**src/logic/qmm_params.svh**
```systemverilog
`ifndef QMM_PARAMS_SVH
`define QMM_PARAMS_SVH
`define QMM_CH_W 5
`define QMM_CH_INIT 5'h00
`define QMM_CH_ALL_DONE 5'h01
`define QMM_CH_ISSUED_SZ 5'h02
`define QMM_CH_PEND_SZ 5'h03
`define QMM_CH_RSP_SZ 5'h04
`define QMM_CH_PUSH 5'h05
`define QMM_CH_POP 5'h06
`define QMM_CH_SET_DATA 5'h07
`define QMM_CH_SET_ADDR 5'h08
`define QMM_CH_SET_BE 5'h09
`define QMM_CH_SET_BCNT 5'h0A
`define QMM_CH_SET_IDLE 5'h0B
`define QMM_CH_SET_REQ 5'h0C
`define QMM_CH_SET_INDEX 5'h0D
`define QMM_CH_GET_REQ 5'h0E
`define QMM_CH_GET_DATA 5'h0F
`define QMM_CH_GET_ADDR 5'h10
`define QMM_CH_GET_BE 5'h11
`define QMM_CH_GET_BSIZE 5'h12
`define QMM_CH_GET_LAT 5'h13
`define QMM_CH_GET_WAIT 5'h14
`define QMM_CH_SET_INIT 5'h15
`define QMM_CH_SET_BSIZE 5'h16
`define QMM_CH_GET_WARN 5'h17
`define QMM_CNT_W 16
`define QMM_GAP_W 8
`endif

```
**src/logic/qmm_pkg.sv**
```systemverilog
package qmm_pkg;
  typedef enum logic {QMM_READ = 1'b0, QMM_WRITE = 1'b1} qmm_req_t;
  typedef enum logic [2:0] {QMM_IDLE, QMM_INIT, QMM_DRIVE, QMM_RDATA, QMM_GAP} qmm_state_t;
endpackage

```
**src/logic/qmm_engine.sv**
```systemverilog
`timescale 1ns/1ps
`default_nettype none
`include "qmm_params.svh"
module qmm_engine #(
  parameter int location_width_param = 32,
  parameter int lanes_per_word       = 4,
  parameter int burst_length_width   = 3,
  parameter int CMD_DEPTH            = 4,
  parameter int RSP_DEPTH            = 4
) (
  input  wire logic                            clk,
  input  wire logic                            rst_n,
  input  wire logic [`QMM_CH_W-1:0]            call_chan,
  input  wire logic [31:0]                     call_data,
  input  wire logic                            call_wr,
  input  wire logic                            call_rd,
  output var  logic [31:0]                     ret_data_r,
  output var  logic                            ret_valid_r,
  output var  logic                            m_read_r,
  output var  logic                            m_write_r,
  output var  logic [location_width_param-1:0] m_addr_r,
  output var  logic [lanes_per_word-1:0]       m_be_r,
  output var  logic [8*lanes_per_word-1:0]     m_wdata_r,
  output var  logic [burst_length_width-1:0]   m_bcnt_r,
  input  wire logic                            m_wait,
  input  wire logic [8*lanes_per_word-1:0]     m_rdata,
  input  wire logic                            m_rvalid,
  output var  logic                            cmd_issued_r,
  output var  logic                            rsp_done_r,
  output var  logic                            all_done_r,
  output var  logic                            warn_range_r,
  output var  logic                            warn_size_r
);
  import qmm_pkg::*;
  localparam int word_width_param = 8 * lanes_per_word;
  localparam int BEATS = 1 << (burst_length_width - 1);
  localparam int BI_W  = $clog2(BEATS);
  localparam int CP_W  = $clog2(CMD_DEPTH);
  localparam int RP_W  = $clog2(RSP_DEPTH);
  localparam int AW    = location_width_param;
  localparam int DW    = word_width_param;
  localparam int LW    = lanes_per_word;
  localparam int BW    = burst_length_width;
  localparam int CW    = `QMM_CNT_W;
  localparam int GW    = `QMM_GAP_W;
  // ---------------------------------------------------------------
  // Call decode
  // ---------------------------------------------------------------
  // The call port is serviced every cycle, whatever the bus is doing.
  wire logic wr_on = call_wr;
  wire logic w_init  = wr_on && call_chan == `QMM_CH_INIT;
  wire logic w_push  = wr_on && call_chan == `QMM_CH_PUSH;
  wire logic w_pop   = wr_on && call_chan == `QMM_CH_POP;
  wire logic w_data  = wr_on && call_chan == `QMM_CH_SET_DATA;
  wire logic w_addr  = wr_on && call_chan == `QMM_CH_SET_ADDR;
  wire logic w_be    = wr_on && call_chan == `QMM_CH_SET_BE;
  wire logic w_bcnt  = wr_on && call_chan == `QMM_CH_SET_BCNT;
  wire logic w_idle  = wr_on && call_chan == `QMM_CH_SET_IDLE;
  wire logic w_req   = wr_on && call_chan == `QMM_CH_SET_REQ;
  wire logic w_index = wr_on && call_chan == `QMM_CH_SET_INDEX;
  wire logic w_init_lat = wr_on && call_chan == `QMM_CH_SET_INIT;
  wire logic w_bsize = wr_on && call_chan == `QMM_CH_SET_BSIZE;
  // ---------------------------------------------------------------
  // Staged command descriptor
  // ---------------------------------------------------------------
  logic            st_req_r;
  logic [AW-1:0]   st_addr_r;
  logic [BW-1:0]   st_bcnt_r;
  logic [BW-1:0]   st_bsize_r;
  logic [GW-1:0]   st_init_r;
  logic [BI_W-1:0] idx_r;
  logic [LW-1:0]   st_be_r   [BEATS];
  logic [DW-1:0]   st_data_r [BEATS];
  logic [GW-1:0]   st_idle_r [BEATS];
  wire logic [BW-1:0] arg_b = call_data[BW-1:0];
  wire logic bcnt_bad = arg_b == '0 || 32'(arg_b) > BEATS;
  always_ff @(posedge clk or negedge rst_n) begin
    if (!rst_n) begin
      st_req_r     <= 1'b0;
      st_addr_r    <= '0;
      st_bcnt_r    <= BW'(1);
      st_bsize_r   <= BW'(1);
      st_init_r    <= '0;
      idx_r        <= '0;
      warn_range_r <= 1'b0;
      warn_size_r  <= 1'b0;
    end else begin
      if (w_req) st_req_r <= call_data[0];
      if (w_addr) st_addr_r <= call_data[AW-1:0];
      if (w_bcnt) st_bcnt_r <= arg_b;
      if (w_bsize) st_bsize_r <= arg_b;
      if (w_init_lat) st_init_r <= call_data[GW-1:0];
      if (w_index) idx_r <= call_data[BI_W-1:0];
      if (w_bcnt && bcnt_bad) warn_range_r <= 1'b1;
      else if (w_init) warn_range_r <= 1'b0;
      if (w_bsize && arg_b != st_bcnt_r) warn_size_r <= 1'b1;
      else if (w_init) warn_size_r <= 1'b0;
    end
  end

  always_ff @(posedge clk) begin
    if (w_be) st_be_r[idx_r] <= call_data[LW-1:0];
    if (w_data) st_data_r[idx_r] <= call_data[DW-1:0];
    if (w_idle) st_idle_r[idx_r] <= call_data[GW-1:0];
  end

  // ---------------------------------------------------------------
  // Pending command queue
  // ---------------------------------------------------------------
  logic            cq_req   [CMD_DEPTH];
  logic [AW-1:0]   cq_addr  [CMD_DEPTH];
  logic [BW-1:0]   cq_bcnt  [CMD_DEPTH];
  logic [BW-1:0]   cq_bsize [CMD_DEPTH];
  logic [GW-1:0]   cq_init  [CMD_DEPTH];
  logic [LW-1:0]   cq_be    [CMD_DEPTH][BEATS];
  logic [DW-1:0]   cq_data  [CMD_DEPTH][BEATS];
  logic [GW-1:0]   cq_idle  [CMD_DEPTH][BEATS];
  logic [CP_W-1:0] cq_wp_r;
  logic [CP_W-1:0] cq_rp_r;
  logic [CP_W:0]   cq_cnt_r;
  wire logic cq_push = w_push && 32'(cq_cnt_r) < CMD_DEPTH;
  always_ff @(posedge clk) begin
    if (cq_push) begin
      cq_req[cq_wp_r]   <= st_req_r;
      cq_addr[cq_wp_r]  <= st_addr_r;
      cq_bcnt[cq_wp_r]  <= st_bcnt_r;
      cq_bsize[cq_wp_r] <= st_bsize_r;
      cq_init[cq_wp_r]  <= st_init_r;
      for (int i = 0; i < BEATS; i++) begin
        cq_be[cq_wp_r][i]   <= st_be_r[i];
        cq_data[cq_wp_r][i] <= st_data_r[i];
        cq_idle[cq_wp_r][i] <= st_idle_r[i];
      end
    end
  end

  // ---------------------------------------------------------------
  // Response queue storage
  // ---------------------------------------------------------------
  logic            rq_req   [RSP_DEPTH];
  logic [AW-1:0]   rq_addr  [RSP_DEPTH];
  logic [BW-1:0]   rq_bsize [RSP_DEPTH];
  logic [LW-1:0]   rq_be    [RSP_DEPTH][BEATS];
  logic [DW-1:0]   rq_data  [RSP_DEPTH][BEATS];
  logic [CW-1:0]   rq_lat   [RSP_DEPTH][BEATS];
  logic [CW-1:0]   rq_wait  [RSP_DEPTH][BEATS];
  logic [RP_W-1:0] rq_wp_r;
  logic [RP_W-1:0] rq_rp_r;
  logic [RP_W-1:0] hold_r;
  logic            held_r;
  logic [RP_W:0]   rq_cnt_r;
  // ---------------------------------------------------------------
  // Bus engine
  // ---------------------------------------------------------------
  qmm_state_t      st_r;
  logic [GW-1:0]   cyc_r;
  logic [CW-1:0]   wt_r;
  logic [CW-1:0]   lt_r;
  logic [BI_W:0]   beat_r;
  logic            issued_r;
  function automatic logic [BI_W:0] beats_of(input logic [BW-1:0] v);
    return (v == '0) ? (BI_W+1)'(1) : (BI_W+1)'(v);
  endfunction

  wire logic [BI_W-1:0] bi = beat_r[BI_W-1:0];
  wire logic cur_wr = cq_req[cq_rp_r];
  // Write beats follow the burst size; read beats follow the burst length.
  wire logic [BI_W:0] n_beats = cur_wr ? beats_of(cq_bsize[cq_rp_r])
                                       : beats_of(cq_bcnt[cq_rp_r]);
  wire logic rq_room = 32'(rq_cnt_r) + 32'(held_r) < RSP_DEPTH;
  wire logic start = st_r == QMM_IDLE && cq_cnt_r != '0 && rq_room && !w_init;
  wire logic accept = (m_read_r || m_write_r) && !m_wait;
  wire logic rbeat = st_r == QMM_RDATA && m_rvalid;
  wire logic last_rb = rbeat && beat_r + 1'b1 == n_beats;
  wire logic more = cur_wr && beat_r < n_beats;
  wire logic finish = st_r == QMM_GAP && cyc_r == '0 && !more;
  wire logic rq_pop = w_pop && rq_cnt_r != '0;

  always_ff @(posedge clk) begin
    if (start) begin
      rq_req[rq_wp_r]   <= cq_req[cq_rp_r];
      rq_addr[rq_wp_r]  <= cq_addr[cq_rp_r];
      rq_bsize[rq_wp_r] <= cur_wr ? cq_bsize[cq_rp_r] : cq_bcnt[cq_rp_r];
    end
    if (st_r == QMM_DRIVE && accept) begin
      rq_wait[rq_wp_r][bi] <= wt_r;
      if (cur_wr) begin
        rq_data[rq_wp_r][bi] <= m_wdata_r;
        rq_be[rq_wp_r][bi]   <= m_be_r;
        rq_lat[rq_wp_r][bi]  <= '0;
      end
    end
    if (rbeat) begin
      rq_data[rq_wp_r][bi] <= m_rdata;
      rq_lat[rq_wp_r][bi]  <= lt_r;
      rq_be[rq_wp_r][bi]   <= cq_be[cq_rp_r][bi];
      if (beat_r != '0) rq_wait[rq_wp_r][bi] <= '0;
    end
  end

  always_ff @(posedge clk or negedge rst_n) begin
    if (!rst_n) begin
      st_r         <= QMM_IDLE;
      cyc_r        <= '0;
      wt_r         <= '0;
      lt_r         <= '0;
      beat_r       <= '0;
      issued_r     <= 1'b0;
      m_read_r     <= 1'b0;
      m_write_r    <= 1'b0;
      m_addr_r     <= '0;
      m_be_r       <= '0;
      m_wdata_r    <= '0;
      m_bcnt_r     <= '0;
      cmd_issued_r <= 1'b0;
      rsp_done_r   <= 1'b0;
      all_done_r   <= 1'b0;
    end else begin
      cmd_issued_r <= 1'b0;
      rsp_done_r   <= 1'b0;
      all_done_r   <= 1'b0;
      if (w_init) begin
        st_r      <= QMM_IDLE;
        issued_r  <= 1'b0;
        m_read_r  <= 1'b0;
        m_write_r <= 1'b0;
      end else begin
        unique case (st_r)
          QMM_IDLE: begin
            if (start) begin
              cyc_r  <= cq_init[cq_rp_r];
              beat_r <= '0;
              st_r   <= QMM_INIT;
            end
          end
          QMM_INIT: begin
            if (cyc_r == '0) begin
              m_read_r  <= !cur_wr;
              m_write_r <= cur_wr;
              m_addr_r  <= cq_addr[cq_rp_r];
              m_bcnt_r  <= cq_bcnt[cq_rp_r];
              m_be_r    <= cq_be[cq_rp_r][0];
              m_wdata_r <= cq_data[cq_rp_r][0];
              wt_r      <= '0;
              st_r      <= QMM_DRIVE;
            end else begin
              cyc_r <= cyc_r - 1'b1;
            end
          end
          QMM_DRIVE: begin
            if (!accept) begin
              wt_r <= wt_r + 1'b1;
            end else begin
              m_read_r  <= 1'b0;
              m_write_r <= 1'b0;
              wt_r      <= '0;
              if (beat_r == '0) begin
                cmd_issued_r <= 1'b1;
                issued_r     <= 1'b1;
              end
              if (cur_wr) begin
                cyc_r  <= cq_idle[cq_rp_r][bi];
                beat_r <= beat_r + 1'b1;
                st_r   <= QMM_GAP;
              end else begin
                lt_r <= CW'(1);
                st_r <= QMM_RDATA;
              end
            end
          end
          QMM_RDATA: begin
            if (rbeat) begin
              lt_r   <= CW'(1);
              beat_r <= beat_r + 1'b1;
              if (last_rb) begin
                cyc_r <= cq_idle[cq_rp_r][0];
                st_r  <= QMM_GAP;
              end
            end else begin
              lt_r <= lt_r + 1'b1;
            end
          end
          QMM_GAP: begin
            if (cyc_r != '0) begin
              cyc_r <= cyc_r - 1'b1;
            end else if (more) begin
              // Each write burst word is a transfer of its own.
              m_write_r <= 1'b1;
              m_be_r    <= cq_be[cq_rp_r][bi];
              m_wdata_r <= cq_data[cq_rp_r][bi];
              st_r      <= QMM_DRIVE;
            end else begin
              issued_r   <= 1'b0;
              rsp_done_r <= !cur_wr;
              all_done_r <= cq_cnt_r == (CP_W+1)'(1) && !cq_push;
              st_r       <= QMM_IDLE;
            end
          end
        endcase
      end
    end
  end

  // ---------------------------------------------------------------
  // Queue pointers
  // ---------------------------------------------------------------
  always_ff @(posedge clk or negedge rst_n) begin
    if (!rst_n) begin
      cq_wp_r  <= '0;
      cq_rp_r  <= '0;
      cq_cnt_r <= '0;
      rq_wp_r  <= '0;
      rq_rp_r  <= '0;
      rq_cnt_r <= '0;
      hold_r   <= '0;
      held_r   <= 1'b0;
    end else if (w_init) begin
      cq_wp_r  <= '0;
      cq_rp_r  <= '0;
      cq_cnt_r <= '0;
      rq_wp_r  <= '0;
      rq_rp_r  <= '0;
      rq_cnt_r <= '0;
      held_r   <= 1'b0;
    end else begin
      if (cq_push) cq_wp_r <= CP_W'(cq_wp_r + 1'b1);
      if (finish) cq_rp_r <= CP_W'(cq_rp_r + 1'b1);
      cq_cnt_r <= cq_cnt_r + (CP_W+1)'(cq_push) - (CP_W+1)'(finish);
      if (finish) rq_wp_r <= RP_W'(rq_wp_r + 1'b1);
      if (rq_pop) begin
        hold_r  <= rq_rp_r;
        held_r  <= 1'b1;
        rq_rp_r <= RP_W'(rq_rp_r + 1'b1);
      end
      rq_cnt_r <= rq_cnt_r + (RP_W+1)'(finish) - (RP_W+1)'(rq_pop);
    end
  end

  // ---------------------------------------------------------------
  // Return port
  // ---------------------------------------------------------------
  wire logic [CP_W:0] pend = cq_cnt_r - (CP_W+1)'(issued_r);
  wire logic all_idle = cq_cnt_r == '0 && st_r == QMM_IDLE;
  wire logic [31:0] ret_nxt =
      (call_chan == `QMM_CH_ALL_DONE)  ? 32'(all_idle) :
      (call_chan == `QMM_CH_ISSUED_SZ) ? 32'(issued_r) :
      (call_chan == `QMM_CH_PEND_SZ)   ? 32'(pend) :
      (call_chan == `QMM_CH_RSP_SZ)    ? 32'(rq_cnt_r) :
      (call_chan == `QMM_CH_GET_REQ)   ? 32'(rq_req[hold_r]) :
      (call_chan == `QMM_CH_GET_DATA)  ? 32'(rq_data[hold_r][idx_r]) :
      (call_chan == `QMM_CH_GET_ADDR)  ? 32'(rq_addr[hold_r]) :
      (call_chan == `QMM_CH_GET_BE)    ? 32'(rq_be[hold_r][idx_r]) :
      (call_chan == `QMM_CH_GET_BSIZE) ? 32'(rq_bsize[hold_r]) :
      (call_chan == `QMM_CH_GET_LAT)   ? 32'(rq_lat[hold_r][idx_r]) :
      (call_chan == `QMM_CH_GET_WAIT)  ? 32'(rq_wait[hold_r][idx_r]) :
      (call_chan == `QMM_CH_GET_WARN)  ? {30'h0, warn_size_r, warn_range_r} : 32'h0;

  always_ff @(posedge clk or negedge rst_n) begin
    if (!rst_n) begin
      ret_data_r  <= '0;
      ret_valid_r <= 1'b0;
    end else begin
      ret_data_r  <= call_rd ? ret_nxt : '0;
      ret_valid_r <= call_rd;
    end
  end
endmodule // qmm_engine
`default_nettype wire

```
**config.mk**
```make
export PLATFORM = sky130hd
export DESIGN_NAME = qmm_engine
export DESIGN_NICKNAME = d
export VERILOG_FILES = /design/src/logic/qmm_pkg.sv /design/src/logic/qmm_engine.sv
export VERILOG_INCLUDE_DIRS = /design/src /design/src/logic
export SDC_FILE = /design/constraint.sdc
export NUM_CORES = 2
export LEC_CHECK = 0
export BUFFER_PORTS_ARGS = -buffer_cell sky130_fd_sc_hd__buf_2
export CAP_MARGIN = 20
export CORE_UTILIZATION = 25
export DETAILED_ROUTE_END_ITERATION = 7
export PLACE_DENSITY_LB_ADDON = 0.15
export SLEW_MARGIN = 20
export SYNTH_ARGS = -nofsm -noshare
export SYNTH_HDL_FRONTEND = slang
export SYNTH_SLANG_ARGS = --single-unit
```
**constraint.sdc**
```tcl
create_clock -name clk -period 9.5 [get_ports clk]
set_clock_uncertainty 0.2 [all_clocks]
set_input_delay 1.9 -clock clk [delete_from_list [all_inputs] [get_ports clk]]
set_output_delay 1.9 -clock clk [all_outputs]
set_load 0.05 [all_outputs]
```
==> impl_results.md <==
- Outcome: completed
- Die W: 628.7 µm
- DR pass1 iterations: 7
- Vias: 48110
- Unique cell type count in the Yosys netlist: 75
- Fin. max-slew vios: 0
- Detailed Place HPWL: 179100 µm
- FF-to-FF setup slack: 4210 ps
- Synthesized Nets: 5018
- Post-CTS sizing: 0
- CP required: 10040 ps
- H-tree depth: 5
- CTS max path bufs: 4
- Final Hold Fails: 0
- Cell row count: 229
- Most frequent cells in the layout: 2300 x edfxtp_1, 594 x mux4_2, 498 x nand2_1, 302 x clkbuf_16, 214 x dfrtp_1
- Average cell area after synthesis: 19.97 µm²
- Final routed DRC violation total: 0
- PwrDens: 258.0 mW/mm²
- Vias per cell: 4.501
- Reg2Reg Capture Point: cq_cnt_r[2]$_DFF_PN0_
- Top-area cell type share of the netlist area: 0.7033
- IO Port Bufs: 185
- Final WL: 294100 µm
- CTS Hold Bufs: 0
- Hold crit path type: register to register
- Period utilisation layout: 0.5570
- Total leakage power: 37.37 nW
- CP max stage cell: buf_4
- Startpoint types: register
- Root Buffer: clkbuf_16
- Avg WL per Cell: 27.51 µm
- Final #Nets: 5351
- Syn Std Cell Area: 0.09820 mm²
- Initial antenna violation count: 45
- Crit path from: cq_rp_r[0]$_DFFE_PN0P_
- Yosys warnings: 0
- Largest net degree at the start of global routing: 124
- Yosys reg bits: 2524
- Later-pin clock latency in the skew report: 900 ps
- Total negative slack: 0 ps
- CP Buf/Inv Count: 4
- First-pass GRT wire length: 412600 µm
- Ys async rst share: 0.08875
- Fmax: 189.0 MHz
- Crit path max-delay family: adder cells
- TritonCTS clock tree: built
- TritonCTS Buffers: 296
- Area leader, netlist: edfxtp_1
- Max cap viols: 0
- Pwr Total: 29.73 mW
- EDFF count, synth: 2300
- Area contributors post-synth: edfxtp_1 70%, mux4_2 14%, dfrtp_1 5.7%, nand2_1 1.9%, mux2_2 1.5%
- Crit path to: cq_cnt_r[2]$_DFF_PN0_
- Crit-path max FO: 36
- Die Y: 628.7 µm
- Sink Count: 2524
- Reg2Reg Depth: 17
- Vias in the first global route: 51280
- Crit path capture type: register
- Number of setup buffers added after CTS: 0
- GPL Wtd Cong: 0.7736
- Hold Path Depth: 0
- Ports: 186
- Maximum VDD drop: 0.0001675 V
- Gr usage total: 0.1465
- CP Class: register to register
- Clock slew at reported path FFs: 60 ps
- Layout cell share with drive strength beyond 1: 0.2731
- Most used DFF post-synth: edfxtp_1
- Final antenna-violating net count: 0
- Worst path cell trace: buf_4, mux4_2, mux2i_4, ha_1, nor2b_1, o21ai_0, nand3_1, nand3_1, inv_1, ha_1, inv_1, ha_1, inv_1, fa_1, xor2_1, xnor2_1, nor2_1
- Instance count on the critical path: 17
- Seq/Total Area, Yosys: 0.7605
- Die ar.: 0.3953 mm²
- Setup violators final: 0
- Most common cell after layout, fill and taps aside: edfxtp_1
- Synth Instances: 4916
- Crit path DAT: 5830 ps
- Slew @ Worst Pin: 1124 ps
- Slowest stage delay, CP: 710 ps
- RSZ-0062 raised after global routing: false
- Core box area: 0.3900 mm²
- Number of DRC markers in iteration 0: 3798
- Min Tclk post-route: 5291 ps
- Area grow syn2layout: 17.35%
- Slew HR: 0.2504
- Starting Density: 0.2518
- Remaining Overflow, GRT: 0
- Worst R2R Start: cq_rp_r[0]$_DFFE_PN0P_
==> synth_stat cells, types with 12 or more instances <==
| cell type | number |
|---|---|
| edfxtp_1 | 2300 |
| mux4_2 | 594 |
| nand2_1 | 505 |
| dfrtp_1 | 222 |
| nor2_1 | 156 |
| clkbuf_1 | 142 |
| mux2_2 | 127 |
| and2_1 | 124 |
| o21ai_0 | 74 |
| buf_2 | 73 |
| a21oi_1 | 57 |
| and3_1 | 50 |
| a22oi_1 | 45 |
| o22ai_1 | 41 |
| mux2i_1 | 37 |
| buf_1 | 36 |
| a31oi_1 | 31 |
| inv_1 | 31 |
| xnor2_1 | 27 |
| ha_1 | 25 |
| nand3_1 | 23 |
| nor3_1 | 23 |
| nor2b_1 | 19 |
| xor2_1 | 15 |
| nand4_1 | 14 |
| nand2b_1 | 12 |
==> where the power goes <==
part           internal, mW  total [mW]  switching [mW]
clock                  6.59        11.2            4.58
combinational          2.04        5.36            3.31
sequential             12.7        13.2           0.493
==> how the worst min path moves through the flow <==
stage | startpoint | end | slack [ps]
floorplan | wt_r[11]$_DFFE_PN0P_ | wt_r[11]$_DFFE_PN0P_ | 250
global placement | st_data_r[1][1]$_DFFE_PP_ | cq_data[2][65]$_DFFE_PP_ | 270
detailed placement | st_idle_r[3][3]$_DFFE_PP_ | cq_idle[0][3]$_DFFE_PP_ | 280
CTS | st_data_r[2][3]$_DFFE_PP_ | cq_data[1][35]$_DFFE_PP_ | 280
global route | st_data_r[0][27]$_DFFE_PP_ | cq_data[0][123]$_DFFE_PP_ | 300
finish | st_data_r[0][27]$_DFFE_PP_ | cq_data[1][123]$_DFFE_PP_ | 290
==> sequential cells by signal, indices dropped and copies added (netlist names), 64 cells and up <==
register,count
rq_be,64
cq_be,64
cq_idle,128
rq_data,512
rq_addr,128
cq_data,512
rq_lat,256
cq_addr,128
rq_wait,256
st_data_r,128
==> layout make-up <==
cell class	instances	area, µm²
Timing Repair Buffer	293	1922
Clock inverter	144	1389
Fill cell	38020	274700
Sequential cell	2524	74700
Inverter	32	120.1
Multi-Input combinational cell	2102	22490
Antenna cell	7	17.52
Clock buffer	390	8098
Tap cell	5197	6502
==> per-stage QoR <==
step / instances / utilization / hold slack (ps) / area [µm²] / setup slack [ps]
after floorplan: 4916 / - / 253.2 / 98200 / 518.3
after global placement: 10150 / 0.2711 / 265.2 / 105700 / 3748
after detailed placement: 10150 / 0.2711 / 275.7 / 105700 / 3958
after CTS: 10680 / 0.2955 / 278.6 / 115200 / 4094
after global routing: 10690 / 0.2955 / 298.5 / 115200 / 3817
final: 10690 / 0.2955 / 292.2 / 115200 / 4209
==> routing by layer <==
layer | up-vias | routed length [µm] | global-route usage
li1 | 20550 | - | -
met1 | 26040 | 129100 | 0.1955
met2 | 1115 | 144200 | 0.2468
met3 | 407 | 11280 | 0.01913
met4 | 4 | 9437 | 0.04723
met5 | - | 23 | 0
==> worst register-to-register path, cell delays in order (launching register included) <==
cell	delay, ps
dfrtp_4	690
buf_4	720
mux4_2	660
mux2i_4	230
ha_1	270
nor2b_1	130
o21ai_0	210
nand3_1	230
nand3_1	370
inv_1	120
ha_1	290
inv_1	60
ha_1	150
inv_1	60
fa_1	400
xor2_1	190
xnor2_1	140
nor2_1	60
==> cells by family (layout without fill, tap and decap cells) <==
group,count (synthesis),in the layout,synth area share
and+or+nand+nor,963,963,0.04434
xor gates and xnor gates,43,43,0.003912
AOI/OAI and AO/OA,305,305,0.01966
buffers and inverters,290,859,0.01240
DFF,2524,2524,0.7605
adders and majority gates,27,27,0.003593
muxes,764,764,0.1556
other,0,7,0
(Power assumes the default switching activity.)
